File: src/rtl/nvcb_map.svh
// Purpose: Offsets, field positions, reset values, keys and timing counts of the NVM/CRC/unlock bank
// Assumes: 16-bit register words, 6-bit register index
// Notes:   Definitions only
`ifndef NVCB_MAP_SVH
`define NVCB_MAP_SVH

// ----------------------------------------------------------------------------
// Register indices
// ----------------------------------------------------------------------------
`define NVCB_ADDR_STATUS      6'h13
`define NVCB_ADDR_USER_CRC    6'h14
`define NVCB_ADDR_EXP_CRC     6'h15
`define NVCB_ADDR_CALC_CRC    6'h16
`define NVCB_ADDR_NVM_CMD     6'h17
`define NVCB_ADDR_CRC_CTRL    6'h18
`define NVCB_ADDR_NVM_KEY     6'h19
`define NVCB_ADDR_CTL_KEY     6'h1a

// ----------------------------------------------------------------------------
// Field positions and reset values
// ----------------------------------------------------------------------------
`define NVCB_BIT_CAL_FAULT    7
`define NVCB_BIT_OPER_STATE   6
`define NVCB_BIT_CRC_MODE     0
`define NVCB_RST_USER_CRC     8'hce
`define NVCB_RST_EXP_CRC      8'h00
`define NVCB_RST_CALC_CRC     8'hff
`define NVCB_RST_BYTE         8'h00

// ----------------------------------------------------------------------------
// Command codes and unlock keys
// ----------------------------------------------------------------------------
`define NVCB_CMD_PROGRAM      8'ha7
`define NVCB_CMD_LOAD         8'ha2
`define NVCB_KEY1             8'h0f
`define NVCB_KEY2             8'h55
`define NVCB_KEY3             8'haa
`define NVCB_KEY4             8'hf0

// ----------------------------------------------------------------------------
// Timing and CRC polynomial
// ----------------------------------------------------------------------------
`define NVCB_CLK_PERIOD_NS    4
`define NVCB_UNLOCK_WINDOW_MS 10
`define NVCB_CRC_PERIOD_MS    2
`define NVCB_UNLOCK_CYC       (`NVCB_UNLOCK_WINDOW_MS * 1000000 / `NVCB_CLK_PERIOD_NS)
`define NVCB_CRC_PERIOD_CYC   (`NVCB_CRC_PERIOD_MS * 1000000 / `NVCB_CLK_PERIOD_NS)
`define NVCB_CRC_POLY         8'h07

`endif

File: src/rtl/nvcb_pkg.sv
// Purpose: Types shared by the NVM/CRC/unlock bank
// Assumes: nothing
// Notes:   Gray codes along the key sequence
package nvcb_pkg;

    // ------------------------------------------------------------------------
    // Unlock key sequence states
    // ------------------------------------------------------------------------
    typedef enum logic [1:0] {
        NVCB_KEY_IDLE = 2'b00,
        NVCB_KEY_GOT1 = 2'b01,
        NVCB_KEY_GOT2 = 2'b11,
        NVCB_KEY_GOT3 = 2'b10
    } nvcb_key_state_t;

    // ------------------------------------------------------------------------
    // CRC engine states
    // ------------------------------------------------------------------------
    typedef enum logic {
        NVCB_CRC_IDLE = 1'b0,
        NVCB_CRC_RUN  = 1'b1
    } nvcb_crc_state_t;

endpackage : nvcb_pkg

File: src/rtl/nvcb_unlock.sv
// Purpose: Four-key timed unlock sequencer
// Assumes: key_wr is a one-cycle pulse per register write
// Notes:   Any key write drops a held unlock and is judged afresh
`timescale 1ns/1ps
`include "nvcb_map.svh"

module nvcb_unlock #(
    parameter int unsigned WINDOW_CYC = `NVCB_UNLOCK_CYC,
    parameter int unsigned CNT_W      = 22
) (
    // Clock and reset
    input  wire logic       sys_clk,
    input  wire logic       rst_n,
    // Key writes
    input  wire logic       key_wr,
    input  wire logic [7:0] key_data,
    // Result
    output logic            unlocked
);
    import nvcb_pkg::*;

    nvcb_key_state_t  state_reg,    state_next;
    logic [CNT_W-1:0] timer_reg,    timer_next;
    logic             unlocked_reg, unlocked_next;
    logic             expired;
    logic             key_ok;
    logic [7:0]       want_key;

    // ------------------------------------------------------------------------
    // Key expected in each state
    // ------------------------------------------------------------------------
    function automatic logic [7:0] key_for(input nvcb_key_state_t st);
        unique case (st)
            NVCB_KEY_IDLE: key_for = `NVCB_KEY1;
            NVCB_KEY_GOT1: key_for = `NVCB_KEY2;
            NVCB_KEY_GOT2: key_for = `NVCB_KEY3;
            NVCB_KEY_GOT3: key_for = `NVCB_KEY4;
        endcase
    endfunction : key_for

    assign want_key = key_for(state_reg);
    assign expired  = (state_reg != NVCB_KEY_IDLE) && (timer_reg == CNT_W'(WINDOW_CYC - 1));
    assign key_ok   = (key_data == want_key) && !expired;
    assign unlocked = unlocked_reg;

    // Sequencer next state
    always_comb begin
        state_next    = state_reg;
        timer_next    = timer_reg;
        unlocked_next = unlocked_reg;
        if (state_reg != NVCB_KEY_IDLE) begin
            timer_next = timer_reg + CNT_W'(1);
        end
        if (expired) begin
            state_next = NVCB_KEY_IDLE;
            timer_next = '0;
        end
        if (key_wr) begin
            unlocked_next = 1'b0;
            timer_next    = (state_reg == NVCB_KEY_IDLE) ? '0 : timer_next;
            if (!key_ok) begin
                state_next = NVCB_KEY_IDLE;
                timer_next = '0;
            end else begin
                unique case (state_reg)
                    NVCB_KEY_IDLE: state_next = NVCB_KEY_GOT1;
                    NVCB_KEY_GOT1: state_next = NVCB_KEY_GOT2;
                    NVCB_KEY_GOT2: state_next = NVCB_KEY_GOT3;
                    NVCB_KEY_GOT3: begin
                        state_next    = NVCB_KEY_IDLE;
                        timer_next    = '0;
                        unlocked_next = 1'b1;
                    end
                endcase
            end
        end
    end

    // Sequencer registers
    always_ff @(posedge sys_clk) begin
        if (!rst_n) begin
            state_reg    <= NVCB_KEY_IDLE;
            timer_reg    <= '0;
            unlocked_reg <= 1'b0;
        end else begin
            state_reg    <= state_next;
            timer_reg    <= timer_next;
            unlocked_reg <= unlocked_next;
        end
    end
endmodule : nvcb_unlock

File: src/rtl/nvcb_bank.sv
// Purpose: NVM command, register CRC and keyed unlock register bank
// Assumes: The serial front end turns each frame into one-cycle read or write strobes
// Notes:   Read data is registered and valid one cycle after the read strobe
`timescale 1ns/1ps
`include "nvcb_map.svh"

module nvcb_bank #(
    parameter int unsigned UNLOCK_CYC    = `NVCB_UNLOCK_CYC,
    parameter int unsigned CRC_PERIOD    = `NVCB_CRC_PERIOD_CYC,
    parameter int unsigned IMG_BYTES     = 8,
    parameter logic [2:0]  OPTION_CODE   = 3'h1,   // Arbitrary value
    parameter logic [2:0]  REVISION_CODE = 3'h1    // Arbitrary value
) (
    // Clock and reset
    input  wire logic                   sys_clk,
    input  wire logic                   rst_n,
    // Register access strobes
    input  wire logic                   reg_wr_en,
    input  wire logic                   reg_rd_en,
    input  wire logic [5:0]             reg_addr,
    input  wire logic [15:0]            reg_wdata,
    output logic      [15:0]            reg_rdata,
    output logic                        reg_rd_valid,
    // Device state inputs
    input  wire logic                   frontend_cal_fault,
    input  wire logic                   operating_state_flag,
    input  wire logic [IMG_BYTES*8-1:0] reg_image,
    // Nonvolatile memory handshake
    output logic                        nvm_program_start,
    output logic                        nvm_load_start,
    input  wire logic                   nvm_op_done,
    // Unlock and fault outputs
    output logic                        nvm_unlocked,
    output logic                        control_unlocked,
    output logic                        crc_mismatch
);
    import nvcb_pkg::*;

    localparam int unsigned IDX_W = (IMG_BYTES > 1) ? $clog2(IMG_BYTES) : 1;

    logic [7:0]       user_crc_reg,  user_crc_next;
    logic [7:0]       exp_crc_reg,   exp_crc_next;
    logic [7:0]       calc_crc_reg,  calc_crc_next;
    logic [7:0]       cmd_reg,       cmd_next;
    logic             mode_reg,      mode_next;
    logic [7:0]       nvm_key_reg,   nvm_key_next;
    logic [7:0]       ctl_key_reg,   ctl_key_next;
    logic [15:0]      rdata_reg,     rdata_next;
    logic             rvalid_reg;
    logic             prog_reg,      prog_next;
    logic             load_reg,      load_next;
    nvcb_crc_state_t  crc_state_reg, crc_state_next;
    logic [IDX_W-1:0] idx_reg,       idx_next;
    logic [7:0]       acc_reg,       acc_next;
    logic [21:0]      period_reg,    period_next;
    logic             mism_reg,      mism_next;
    logic             cmd_accept;
    logic             crc_start;
    logic             crc_last;
    logic             period_hit;
    logic [7:0]       acc_step;

    // ------------------------------------------------------------------------
    // Helpers
    // ------------------------------------------------------------------------
    // Strobe and index come in as arguments so continuous uses follow them
    function automatic logic is_wr(input logic en, input logic [5:0] ra, input logic [5:0] a);
        is_wr = en && (ra == a);
    endfunction : is_wr

    // One byte through the CRC-8 divider, MSB first
    function automatic logic [7:0] crc8_byte(input logic [7:0] crc, input logic [7:0] data);
        logic [7:0] c;
        c = crc ^ data;
        for (int i = 0; i < 8; i++) begin
            c = c[7] ? ((c << 1) ^ `NVCB_CRC_POLY) : (c << 1);
        end
        crc8_byte = c;
    endfunction : crc8_byte

    // ------------------------------------------------------------------------
    // Register file and command field
    // ------------------------------------------------------------------------
    // Command taken only when unlocked, idle and a known code
    assign cmd_accept = is_wr(reg_wr_en, reg_addr, `NVCB_ADDR_NVM_CMD) && nvm_unlocked && (cmd_reg == `NVCB_RST_BYTE)
                        && (reg_wdata[7:0] == `NVCB_CMD_PROGRAM || reg_wdata[7:0] == `NVCB_CMD_LOAD);

    // Register file next values and read decode
    always_comb begin
        user_crc_next = user_crc_reg;
        exp_crc_next  = exp_crc_reg;
        cmd_next      = cmd_reg;
        mode_next     = mode_reg;
        nvm_key_next  = nvm_key_reg;
        ctl_key_next  = ctl_key_reg;
        rdata_next    = rdata_reg;
        prog_next     = cmd_accept && (reg_wdata[7:0] == `NVCB_CMD_PROGRAM);
        load_next     = cmd_accept && (reg_wdata[7:0] == `NVCB_CMD_LOAD);
        if (is_wr(reg_wr_en, reg_addr, `NVCB_ADDR_USER_CRC)) user_crc_next = reg_wdata[7:0];
        if (is_wr(reg_wr_en, reg_addr, `NVCB_ADDR_EXP_CRC))  exp_crc_next  = reg_wdata[7:0];
        if (is_wr(reg_wr_en, reg_addr, `NVCB_ADDR_CRC_CTRL)) mode_next     = reg_wdata[`NVCB_BIT_CRC_MODE];
        if (is_wr(reg_wr_en, reg_addr, `NVCB_ADDR_NVM_KEY))  nvm_key_next  = reg_wdata[7:0];
        if (is_wr(reg_wr_en, reg_addr, `NVCB_ADDR_CTL_KEY))  ctl_key_next  = reg_wdata[7:0];
        if (nvm_op_done) cmd_next = `NVCB_RST_BYTE;
        if (cmd_accept)  cmd_next = reg_wdata[7:0];
        if (reg_rd_en) begin
            unique case (reg_addr)
                `NVCB_ADDR_STATUS:   rdata_next = {8'h00, frontend_cal_fault, operating_state_flag,
                                                   OPTION_CODE, REVISION_CODE};
                `NVCB_ADDR_USER_CRC: rdata_next = {8'h00, user_crc_reg};
                `NVCB_ADDR_EXP_CRC:  rdata_next = {8'h00, exp_crc_reg};
                `NVCB_ADDR_CALC_CRC: rdata_next = {8'h00, calc_crc_reg};
                `NVCB_ADDR_NVM_CMD:  rdata_next = {8'h00, cmd_reg};
                `NVCB_ADDR_CRC_CTRL: rdata_next = {15'h0000, mode_reg};
                `NVCB_ADDR_NVM_KEY:  rdata_next = {8'h00, nvm_key_reg};
                `NVCB_ADDR_CTL_KEY:  rdata_next = {8'h00, ctl_key_reg};
                default:             rdata_next = 16'h0000;
            endcase
        end
    end

    // Register file flops
    always_ff @(posedge sys_clk) begin
        if (!rst_n) begin
            user_crc_reg <= `NVCB_RST_USER_CRC;
            exp_crc_reg  <= `NVCB_RST_EXP_CRC;
            cmd_reg      <= `NVCB_RST_BYTE;
            mode_reg     <= 1'b0;
            nvm_key_reg  <= `NVCB_RST_BYTE;
            ctl_key_reg  <= `NVCB_RST_BYTE;
            rdata_reg    <= 16'h0000;
            rvalid_reg   <= 1'b0;
            prog_reg     <= 1'b0;
            load_reg     <= 1'b0;
        end else begin
            user_crc_reg <= user_crc_next;
            exp_crc_reg  <= exp_crc_next;
            cmd_reg      <= cmd_next;
            mode_reg     <= mode_next;
            nvm_key_reg  <= nvm_key_next;
            ctl_key_reg  <= ctl_key_next;
            rdata_reg    <= rdata_next;
            rvalid_reg   <= reg_rd_en;
            prog_reg     <= prog_next;
            load_reg     <= load_next;
        end
    end

    // ------------------------------------------------------------------------
    // Register CRC engine
    // ------------------------------------------------------------------------
    assign period_hit = mode_reg && (period_reg == 22'(CRC_PERIOD - 1));
    assign crc_start  = (crc_state_reg == NVCB_CRC_IDLE)
                        && (is_wr(reg_wr_en, reg_addr, `NVCB_ADDR_CRC_CTRL) || period_hit);
    assign crc_last   = (crc_state_reg == NVCB_CRC_RUN) && (idx_reg == IDX_W'(IMG_BYTES - 1));
    assign acc_step   = crc8_byte(acc_reg, reg_image[idx_reg*8 +: 8]);

    // CRC engine next values
    always_comb begin
        crc_state_next = crc_state_reg;
        idx_next       = idx_reg;
        acc_next       = acc_reg;
        calc_crc_next  = calc_crc_reg;
        mism_next      = mism_reg;
        period_next    = (mode_reg && !period_hit) ? period_reg + 22'd1 : 22'd0;
        if (is_wr(reg_wr_en, reg_addr, `NVCB_ADDR_CALC_CRC)) calc_crc_next = reg_wdata[7:0];
        if (crc_start) begin
            crc_state_next = NVCB_CRC_RUN;
            idx_next       = '0;
            acc_next       = `NVCB_RST_CALC_CRC;
        end else if (crc_state_reg == NVCB_CRC_RUN) begin
            acc_next = acc_step;
            idx_next = idx_reg + IDX_W'(1);
            if (crc_last) begin
                crc_state_next = NVCB_CRC_IDLE;
                calc_crc_next  = acc_step;
                mism_next      = (acc_step != exp_crc_reg);
            end
        end
    end

    // CRC engine flops
    always_ff @(posedge sys_clk) begin
        if (!rst_n) begin
            crc_state_reg <= NVCB_CRC_IDLE;
            idx_reg       <= '0;
            acc_reg       <= `NVCB_RST_CALC_CRC;
            calc_crc_reg  <= `NVCB_RST_CALC_CRC;
            period_reg    <= 22'd0;
            mism_reg      <= 1'b0;
        end else begin
            crc_state_reg <= crc_state_next;
            idx_reg       <= idx_next;
            acc_reg       <= acc_next;
            calc_crc_reg  <= calc_crc_next;
            period_reg    <= period_next;
            mism_reg      <= mism_next;
        end
    end

    // ------------------------------------------------------------------------
    // Unlock sequencers
    // ------------------------------------------------------------------------
    nvcb_unlock #(
        .WINDOW_CYC (UNLOCK_CYC),
        .CNT_W      (22)
    ) u_nvm_unlock (
        .sys_clk  (sys_clk),
        .rst_n    (rst_n),
        .key_wr   (is_wr(reg_wr_en, reg_addr, `NVCB_ADDR_NVM_KEY)),
        .key_data (reg_wdata[7:0]),
        .unlocked (nvm_unlocked)
    );

    nvcb_unlock #(
        .WINDOW_CYC (UNLOCK_CYC),
        .CNT_W      (22)
    ) u_ctl_unlock (
        .sys_clk  (sys_clk),
        .rst_n    (rst_n),
        .key_wr   (is_wr(reg_wr_en, reg_addr, `NVCB_ADDR_CTL_KEY)),
        .key_data (reg_wdata[7:0]),
        .unlocked (control_unlocked)
    );

    // Outputs straight from flops
    assign reg_rdata         = rdata_reg;
    assign reg_rd_valid      = rvalid_reg;
    assign nvm_program_start = prog_reg;
    assign nvm_load_start    = load_reg;
    assign crc_mismatch      = mism_reg;
endmodule : nvcb_bank

File: config.mk
export PLATFORM = sky130hd
export DESIGN_NAME = nvcb_bank
export DESIGN_NICKNAME = d
export VERILOG_FILES = /design/src/rtl/nvcb_pkg.sv /design/src/rtl/nvcb_unlock.sv /design/src/rtl/nvcb_bank.sv
export VERILOG_INCLUDE_DIRS = /design/src /design/src/rtl
export SDC_FILE = /design/constraint.sdc
export NUM_CORES = 1
export LEC_CHECK = 0
export BUFFER_PORTS_ARGS = -buffer_cell sky130_fd_sc_hd__buf_4
export CAP_MARGIN = 0
export CORE_AREA = 3 3 143 145
export CTS_CLUSTER_SIZE = 10
export DETAILED_ROUTE_END_ITERATION = 7
export DIE_AREA = 0 0 146 148
export HOLD_SLACK_MARGIN = 0.05
export PLACE_DENSITY = 0.59
export SLEW_MARGIN = 20
export SYNTH_ARGS = -nofsm -noshare
export SYNTH_HDL_FRONTEND = slang
export SYNTH_SLANG_ARGS = --single-unit
File: constraint.sdc
create_clock -name sys_clk -period 2.15 [get_ports sys_clk]
set_input_delay 0.1075 -clock sys_clk [delete_from_list [all_inputs] [get_ports sys_clk]]
set_output_delay 0.1075 -clock sys_clk [all_outputs]
set_load 0.01 [all_outputs]
Word-level counts from Yosys, hierarchy flattened. Index checks and enable logic that the tools add are counted. Widths: inputs -> output; s select.

Register bits after elaboration: 153. Memories: 0. Bits in latches: 0. Word-level logic and storage cells: 142. RAM bits: 0. Input port bits: 93. Output and inout bits: 22. ROM bits: 0.

Bitwise gates (word level): 12. $lt $le $gt $ge: 0. Equality and inequality tests: 23. Multiply operators: 0. Mux-type cells: 44. Add/sub/neg operators: 4. Reduce and logical (&&, ||, !) cells: 36. Divide/modulo/power cells: 0. Shift-type cells: 1.

Operators with widths (count): $mux 22 (12); $add 22x1->22 const B (3); $pmux 8 s4 (2); $pmux 8 s8 (1); $shiftx 64x7->8 (1); $eq 6x5->1 const B (8); $mux 8 (6); $eq 22x22->1 const B (2); $mux 3 (8); $not 3->3 (8); $eq 22x19->1 const B (1); $logic_and 1x1->1 (20); $eq 8x8->1 (2); $eq 8x8->1 const B (2); $pmux 2 s4 (2); $mux 2 (6); $reduce_bool 2->1 (5); $eq 2x2->1 const B (4); $logic_not 8->1 (1); $ne 8x8->1 (1); $xor 8x8->8 (1); $mux 1 (7); $eq 2x1->1 const B (2); $logic_not 2->1 (2); 8 further kinds (13).

Depth between registers and ports, before layout. Gate-level depths: netlist of run 1.

Word-level depth: 21. Gate-level depth with buffers: 11. Depth with buffers taken out: 9.

Modules after synthesis. From an unflattened synthesis of run 1, not the netlist that was laid out.

Cells, all modules: 865. Area, all modules: 7878.8 um^2.

By module, submodules not included: nvcb_bank (cells each 567, sequential area each 1901.8 um^2, area an instance 5173.7 um^2, instances 1); nvcb_unlock at u_ctl_unlock (cells each 148, sequential area each 500.5 um^2, area an instance 1361.3 um^2, instances 1); nvcb_unlock at u_nvm_unlock (cells each 150, sequential area each 500.5 um^2, area an instance 1343.8 um^2, instances 1).

Worst setup path after synthesis of run 1. OpenSTA, ideal clock, no wires.

Path kind: register to register. Start point: reg idx_reg[1]. End point: reg mism_reg, in the netlist crc_mismatch. Setup slack: -0.156 ns. Setup time: 0.124 ns. Period minus slack after synthesis: 2.306 ns. Data required time: 2.026 ns. Cell stages (with the launch flop): 10. Buffers on the path: 2. Data arrival time: 2.181 ns. Cell sequence: dfxtp_1 > buf_6 > buf_4 > mux2i_1 > mux4_2 > xor2_1 > xnor3_2 > xnor2_1 > mux2i_1 > a31oi_1.

Longest elaborated chain between the ends: 8. Elaborated cells between the ends (all ways): 22. Classes of those cells: eq/ne (2); shift (1); mux (8); bitwise (9); reduce/logical (2).

RTL lines: start: declaration (line nvcb_bank.sv:53) `logic [IDX_W-1:0] idx_reg, idx_next;`; start signal: assignment (line nvcb_bank.sv:193) `idx_reg <= idx_next;`; $shiftx 64x7->8 (line nvcb_bank.sv:156) `assign acc_step = crc8_byte(acc_reg, reg_image[idx_reg*8 +: 8]);`; $xor 8x8->8 (line nvcb_bank.sv:74) `c = crc ^ data;`; $not 3->3 (no source line) or $mux 3 (tied branches); $mux 3 or $not 3->3 (tied branches); $not 3->3 (no source line) or $mux 3 (tied branches); $mux 3 or $not 3->3 (tied branches); $mux 3 (line nvcb_bank.sv:76) `` c = c[7] ? ((c << 1) ^ `NVCB_CRC_POLY) : (c << 1); ``; $ne 8x8->1 (line nvcb_bank.sv:177) `mism_next = (acc_step != exp_crc_reg);`; end signal: assignment (line nvcb_bank.sv:197) `mism_reg <= mism_next;`; end: declaration (line nvcb_bank.sv:56) `logic mism_reg, mism_next;`.

Several ways; a longest one is shown, not always the timed one. A chain may end at the register's enable or synchronous reset.

Worst setup path after layout of run 1. Ends and elaborated chain as after synthesis.

==> flow_metrics.py, run 1 <==
metrics = {
    "worst_setup_path": {
        "r2r-end": "crc_mismatch",
        "required_ns": 2.45,
        "rrSetupSlack_ns": -0.12,
        "arrival_ns": 2.57,
        "cp-start-kind": "flip-flop",
        "reg2reg_from": "idx_reg[1]",
        "critPathKind": "flip-flop to flip-flop",
        "r2r_cells": 8,
        "end_kind": "flip-flop",
        "critPathMaxFanout": 6,
    },
    "logic_synthesis": {
        "ys_types": 62,
        "yosysWarnings": 0,
        "syn_avg_cell_area_um2": 8.59,
        "synth_edf_count": 0,
        "async_flop_share": 0,
        "ys_top_cells_by_area": "dfxtp_1, nor2_1, mux2i_1",
        "yosysSeqAreaShare": 0.381,
        "syn-cell-area_um2": 7620,
        "yosysTopAreaCellShare": 0.381,
        "syn_inst": 888,
        "synth_top_area_cell": "dfxtp_1",
        "synth-main-ff-cell": "dfxtp_1",
        "synth_seq_cells": 145,
    },
    "floorplanning": {
        "core_region_area_um2": 19300,
        "rows": 51,
        "fp.dieW_um": 146,
        "io_pins": 115,
        "start_util": 0.394,
        "chipHeight_um": 148,
        "die-area_um2": 21600,
    },
    "cells_and_area": {
        "layoutNonFillerInstCount": 1328,
        "antenna-diode-count": 0,
        "area_delta_synth_final_pct": 32.6,
        "fin_nets": 1156,
        "final_common_cell": "buf_4",
        "layout-drive-gt1-share": 0.254,
        "finalInstanceArea_um2": 10100,
        "nFillCells": 1805,
        "final_cell_mix": "buf_4, nor2_1, dfxtp_1",
    },
    "sta": {
        "worst_pin_slew_ns": 0.517,
        "fin_ws_ns": -0.118,
        "setup_tns_ns": -0.959,
        "grt_setup_unrepaired": "true",
        "fin_skew_ns": 0.00911,
        "maxSlewHeadroom": 0.656,
        "setup_viol": 16,
        "period_share": 1.05,
        "maxSlewViolCount": 0,
        "fmax_ghz": 0.441,
        "period_needed_ns": 2.27,
        "hold_violations": 0,
    },
    "detailed_routing": {
        "drt_first_pass_iters": 5,
        "wl_per_cell_um": 14.8,
        "drt_iter0_markers": 451,
        "ant_nets": 0,
        "num_vias": 6681,
        "viasPerCell": 5.03,
        "wl_mm": 19.7,
        "post-route-drc-count": 0,
    },
    "hold_path": {
        "holdCritStartpoint": "reg_rd_en",
        "hold_depth": 3,
        "min_path_type": "primary input to flip-flop",
        "hold_path_end": "reg_rd_valid",
    },
    "clock_tree": {
        "cts_tree": "yes",
        "root_buffer": "clkbuf_16",
        "clock_latency_ns": 0.42,
        "htreeDepth": 4,
        "cts_sinks": 145,
        "clk_pin_slew_ns": 0.06,
        "numCtsBuffers": 17,
        "cts_buffer_depth": 2,
    },
    "pwr": {
        "intPower_mw": 4.96,
        "combPwrFrac": 0.086,
        "ir_drop_mv": 0.506,
        "p_total_mw": 6.43,
        "power_density_nw_per_um2": 636,
        "clkPwrFrac": 0.494,
        "power_frac_seq": 0.420,
        "switching_power_mw": 1.47,
        "sw_frac_of_total": 0.228,
        "leakagePower_nw": 4.04,
    },
    "global_route": {
        "track_usage": 0.184,
        "overflow": 0,
        "grt_pass1_vias": 6513,
        "grt_max_degree": 47,
        "antenna_found_initial": 0,
        "grt_pass1_wl_mm": 32.7,
    },
    "place": {
        "place_ws_ns": -0.233,
        "placed_cell_area_um2": 9020,
        "port_buffers": 98,
        "gp_congestion": 0.865,
        "numPlacedInstances": 1268,
        "dp.final_hpwl_mm": 14.1,
    },
    "run_status": {
        "status": "finished with violations",
        "violations": "negative setup slack",
    },
    "job": {
        "maxCapViolCount": 0,
    },
}
-- worst max-delay path, cell delays in order, from the launching register on --
cell and delay (ns):
dfxtp_4 0.37, buf_4 0.14, nor2b_2 0.19, a22o_1 0.22, or3_1 0.35, a211o_1 0.33
a211o_1 0.29, a21oi_1 0.16, a31oi_1 0.09
-- stage by stage --
stage               hold slack (ns)   util
global placement              0.420  0.466
CTS                          0.0624  0.516
global route                 0.0997  0.523
detailed placement            0.417  0.466
finish                       0.0763  0.523
floorplan                     0.231      -
-- cell families after synthesis --
family                   share of synthesized area
AO/OA/AOI/OAI                                0.101
XOR/XNOR                                     0.124
adder cells (fa/ha/maj)                     0.0213
buffers and inverters                       0.0387
flip-flops                                   0.381
multiplexers                                0.0962
other                                     0.000492
AND/OR/NAND/NOR                              0.237
-- power groups by stage --
stage / Sequential, mW / Combinational, mW / Clock, mW
5_1_grt: 2.69 / 0.596 / 3.37
3_3_place_gp: 2.76 / 0.490 / 0
4_1_cts: 2.70 / 0.539 / 3.26
3_5_place_dp: 2.76 / 0.491 / 0
6_report: 2.70 / 0.554 / 3.18
2_1_floorplan: 2.76 / 0.277 / 0
-- worst max-delay path by stage --
stage,from,to
after floorplan,idx_reg[0],crc_mismatch
after global placement,idx_reg[1],crc_mismatch
after detailed placement,idx_reg[1],crc_mismatch
after CTS,idx_reg[1],crc_mismatch
after global routing,idx_reg[1],crc_mismatch
final,idx_reg[1],crc_mismatch
-- cell usage after synthesis, types with 3 or more instances --
cell type	count
o21ai_1	17
o211ai_1	3
mux2_1	4
o21ai_0	14
nor4b_1	6
xnor3_1	7
o22ai_1	3
nand2b_1	8
o21bai_1	3
mux2_2	8
nand3b_1	4
nor3_2	3
nand3_1	28
a22o_1	12
nand4_1	16
nor4_1	9
buf_4	10
ha_1	13
clkbuf_1	33
dfxtp_1	145
or3_1	8
a21oi_1	34
xor2_1	43
and3_1	14
mux4_2	3
nor2_1	152
nand2_1	105
buf_6	3
and2_1	9
inv_1	11
a222oi_1	5
a22oi_1	5
xnor2_1	35
a31oi_1	9
mux2i_1	53
nor3_1	14
-- cell type report --
cell class                 count  area, µm²  share of cell area
clock buffer                  18        429              0.0424
clock inverter                14        203              0.0200
inverter                      13       48.8             0.00483
multi-input combinational    688       4690               0.464
sequential                   145       2910               0.288
tap                          265        332              0.0328
timing repair buffer         185       1500               0.149
-- metal layers --
| layer | vias up | global-route usage | part of all wire |
|---|---|---|---|
| li1 | 3392 | - | - |
| met1 | 3129 | 0.254 | 0.47 |
| met2 | 147 | 0.298 | 0.47 |
| met3 | 13 | 0.0353 | 0.046 |
| met4 | 0 | 0.0442 | 0.0089 |
| met5 | - | 0 | 0 |
-- repair_timing --
item | in CTS | in global routing
hold buffers | 10 | 0
pin swaps | 4 | 12
resized for setup | 30 | 23
endpoints found under the hold margin | 45 | 0
setup endpoints to repair | 20 | 47
setup buffers | 14 | 4
gates cloned | 0 | 1
Note: power is estimated with default switching activity, not from simulation.
==> run 2, diff against run 1 <==
--- a/config.mk
+++ b/config.mk
@@ -6,15 +6,15 @@
 export SDC_FILE = /design/constraint.sdc
 export NUM_CORES = 1
 export LEC_CHECK = 0
+export ABC_AREA = 1
 export BUFFER_PORTS_ARGS = -buffer_cell sky130_fd_sc_hd__buf_4
 export CAP_MARGIN = 0
-export CORE_AREA = 3 3 143 145
+export CORE_AREA = 3 3 148 150
 export CTS_CLUSTER_SIZE = 10
 export DETAILED_ROUTE_END_ITERATION = 7
-export DIE_AREA = 0 0 146 148
+export DIE_AREA = 0 0 151 153
 export HOLD_SLACK_MARGIN = 0.05
-export PLACE_DENSITY = 0.59
-export SLEW_MARGIN = 20
+export PLACE_DENSITY = 0.56
 export SYNTH_ARGS = -nofsm -noshare
 export SYNTH_HDL_FRONTEND = slang
 export SYNTH_SLANG_ARGS = --single-unit
==> constraint.sdc (replaced) <==
create_clock -name sys_clk -period 2.1 [get_ports sys_clk]
set_input_delay 0.105 -clock sys_clk [delete_from_list [all_inputs] [get_ports sys_clk]]
set_output_delay 0.105 -clock sys_clk [all_outputs]
set_load 0.01 [all_outputs]
==> run 2 against run 1 <==
  * The run now ends clean
  * Sequential power is 3% higher
  * Setup slack better by 0.12 ns
  * First-iteration DRC count is 3.1% lower
  * Via count is 29% higher
  * Cell area is 17% higher
  * Die area is 6.9% higher
  * Routed wire length is 21% higher
  * Critical path type unchanged
==> flow_metrics.py, run 2 <==
metrics = {
    "floorplanning": {
        "fp.dieW_um": 151,
        "start_util": 0.394,
        "core_region_area_um2": 20800,
        "rows": 53,
        "die-area_um2": 23100,
        "chipHeight_um": 153,
        "io_pins": 115,
    },
    "place": {
        "gp_congestion": 0.868,
        "dp.final_hpwl_mm": 16.6,
        "placed_cell_area_um2": 9700,
        "port_buffers": 98,
        "place_ws_ns": -0.123,
    },
    "sta": {
        "period_needed_ns": 2.10,
        "grt_setup_unrepaired": "true",
        "hold_violations": 0,
        "setup_tns_ns": 0,
        "fin_skew_ns": 0.00994,
        "fin_ws_ns": 0.00172,
        "maxSlewViolCount": 0,
        "fmax_ghz": 0.477,
        "period_share": 0.999,
        "setup_viol": 0,
        "whs_ns": 0.0637,
    },
    "worst_setup_path": {
        "cp-start-kind": "flip-flop",
        "slowest_delay_ns": 0.33,
        "critPathMaxFanout": 5,
        "arrival_ns": 2.46,
        "cp_slowest_cell": "dfxtp_2",
        "critPathKind": "flip-flop to flip-flop",
        "end_kind": "flip-flop",
        "crit_family": "compound AO/OA/AOI/OAI gates",
        "crit_buf_inv": 4,
        "required_ns": 2.47,
        "crit_chain": "buf_6 -> ha_4 -> nor2_4 -> inv_2 -> nand2_1 -> o21ai_1 -> a21oi_1 -> o221ai_1 -> a21oi_2 -> nand2_1 -> o21ai_2 -> nand3_4 -> buf_12 -> buf_16 -> a21oi_2",
    },
    "pwr": {
        "leakagePower_nw": 5.09,
        "power_density_nw_per_um2": 572,
        "ir_drop_mv": 0.507,
    },
    "detailed_routing": {
        "drt_first_pass_iters": 5,
        "wl_per_cell_um": 13.6,
        "wl_mm": 23.8,
        "post-route-drc-count": 0,
        "ant_nets": 0,
        "num_vias": 8623,
        "drt_iter0_markers": 437,
        "viasPerCell": 4.92,
    },
    "cells_and_area": {
        "nFillCells": 2017,
        "utilization": 0.566,
        "area_delta_synth_final_pct": 43.7,
        "antenna-diode-count": 0,
        "final_common_cell": "nand2_1",
        "final_cell_mix": "nand2_1, buf_4, inv_1",
        "finalInstanceArea_um2": 11800,
        "fin_nets": 1570,
        "layout-drive-gt1-share": 0.317,
    },
    "global_route": {
        "grt_max_degree": 33,
        "grt_pass1_vias": 7756,
        "antenna_found_initial": 0,
        "grt_pass1_wl_mm": 36.6,
        "track_usage": 0.192,
        "overflow": 0,
    },
    "clock_tree": {
        "clk_pin_slew_ns": 0.07,
        "root_buffer": "clkbuf_16",
        "cts_sinks": 145,
        "numCtsBuffers": 17,
        "htreeDepth": 4,
        "clock_latency_ns": 0.43,
        "cts_tree": "yes",
        "cts_buffer_depth": 2,
    },
    "logic_synthesis": {
        "synth-main-ff-cell": "dfxtp_1",
        "yosysMostFrequentCell": "nand2_1",
        "ys_top_cells_by_area": "dfxtp_1, nand2_1, inv_1",
        "yosysWarnings": 0,
        "synthTopCellsByCount": "nand2_1, inv_1, dfxtp_1",
        "async_flop_share": 0,
        "syn_avg_cell_area_um2": 6.56,
        "yosysSeqAreaShare": 0.354,
        "synth_edf_count": 0,
        "syn_inst": 1252,
        "synth_seq_cells": 145,
        "syn-cell-area_um2": 8210,
        "ys_types": 47,
        "yosysTopAreaCellShare": 0.354,
        "synth_top_area_cell": "dfxtp_1",
    },
    "run_status": {
        "status": "finished, final reports clean",
    },
    "hold_path": {
        "min_path_type": "primary input to flip-flop",
    },
    "job": {
        "maxCapViolCount": 0,
    },
}
==> run 2: changes by cell type after synthesis, sizes merged, moves of 37 or more <==
cell,before,now
nand2,105,334
inv,11,181
nand3,28,107
mux2i,53,0
a21oi,34,71
o21ai,31,68
==> run 2: worst min-delay path: cells and delay by family <==
family / cells / cell delay [ns]
compound gates: 1 / 0.12
buf+inv: 2 / 0.22
==> run 2: logic make-up after synthesis <==
family,Yosys count,share of synthesized area
AO/OA/AOI/OAI,186,0.130
XOR/XNOR,30,0.0320
adder cells (fa/ha/maj),13,0.0198
buffers and inverters,225,0.116
flip-flops,145,0.354
other,1,0.000457
AND/OR/NAND/NOR,652,0.348
==> run 2: cell type report <==
cell class                      instances  area (µm²)  area share
Inverter                              184         706      0.0598
Sequential cell                       145        2920       0.247
Clock buffer                           21         470      0.0399
Clock inverter                         11         151      0.0128
Timing Repair Buffer                  224        1910       0.162
Multi-Input combinational cell        889        5260       0.446
Timing Repair inverter                  3        33.8     0.00286
Tap cell                              275         344      0.0292
==> run 2: routing by layer <==
| layer | GRT usage | share of wire | wire length, µm |
|---|---|---|---|
| met5 | 0 | 0 | 0 |
| met1 | 0.263 | 0.47 | 11200 |
| met2 | 0.309 | 0.47 | 11100 |
| met3 | 0.0365 | 0.045 | 1080 |
| met4 | 0.0548 | 0.018 | 418 |
==> run 2: worst paths after layout <==
| path | from | to | slack (ns) | depth (start not counted) |
|---|---|---|---|---|
| setup / recovery | u_nvm_unlock.state_reg[0] | u_nvm_unlock.timer_reg[1] | 0.002 | 15 |
| hold / removal | reg_wdata[0] | exp_crc_reg[0] | 0.06 | 3 |
| setup reg to reg | u_nvm_unlock.state_reg[0] | u_nvm_unlock.timer_reg[1] | 0.002 | 15 |
| hold reg to reg | nvm_key_reg[7] | nvm_key_reg[7] | 0.45 | 2 |
==> run 2: through the flow <==
step / total power [mW] / cells
floorplan: 3.16 / 1259
global placement: 3.41 / 1672
detailed placement: 3.41 / 1672
CTS: 6.66 / 1720
global route: 7.00 / 1752
finish: 6.75 / 1752
==> run 2: where the power goes <==
group	internal (mW)	switching (mW)	leakage (nW)
Sequential	2.76	0.00703	1.17
Combinational	0.348	0.434	3.61
Clock	1.98	1.22	0.304
==> run 2: timing repair <==
action                                  CTS  global route
buffers inserted                          3            24
endpoints found under the setup margin   40            73
resized for setup                        37           226
cloned                                    2             9
hold buffers                             11             0
hold endpoints to repair                 30             0
pin swaps                                 9            84
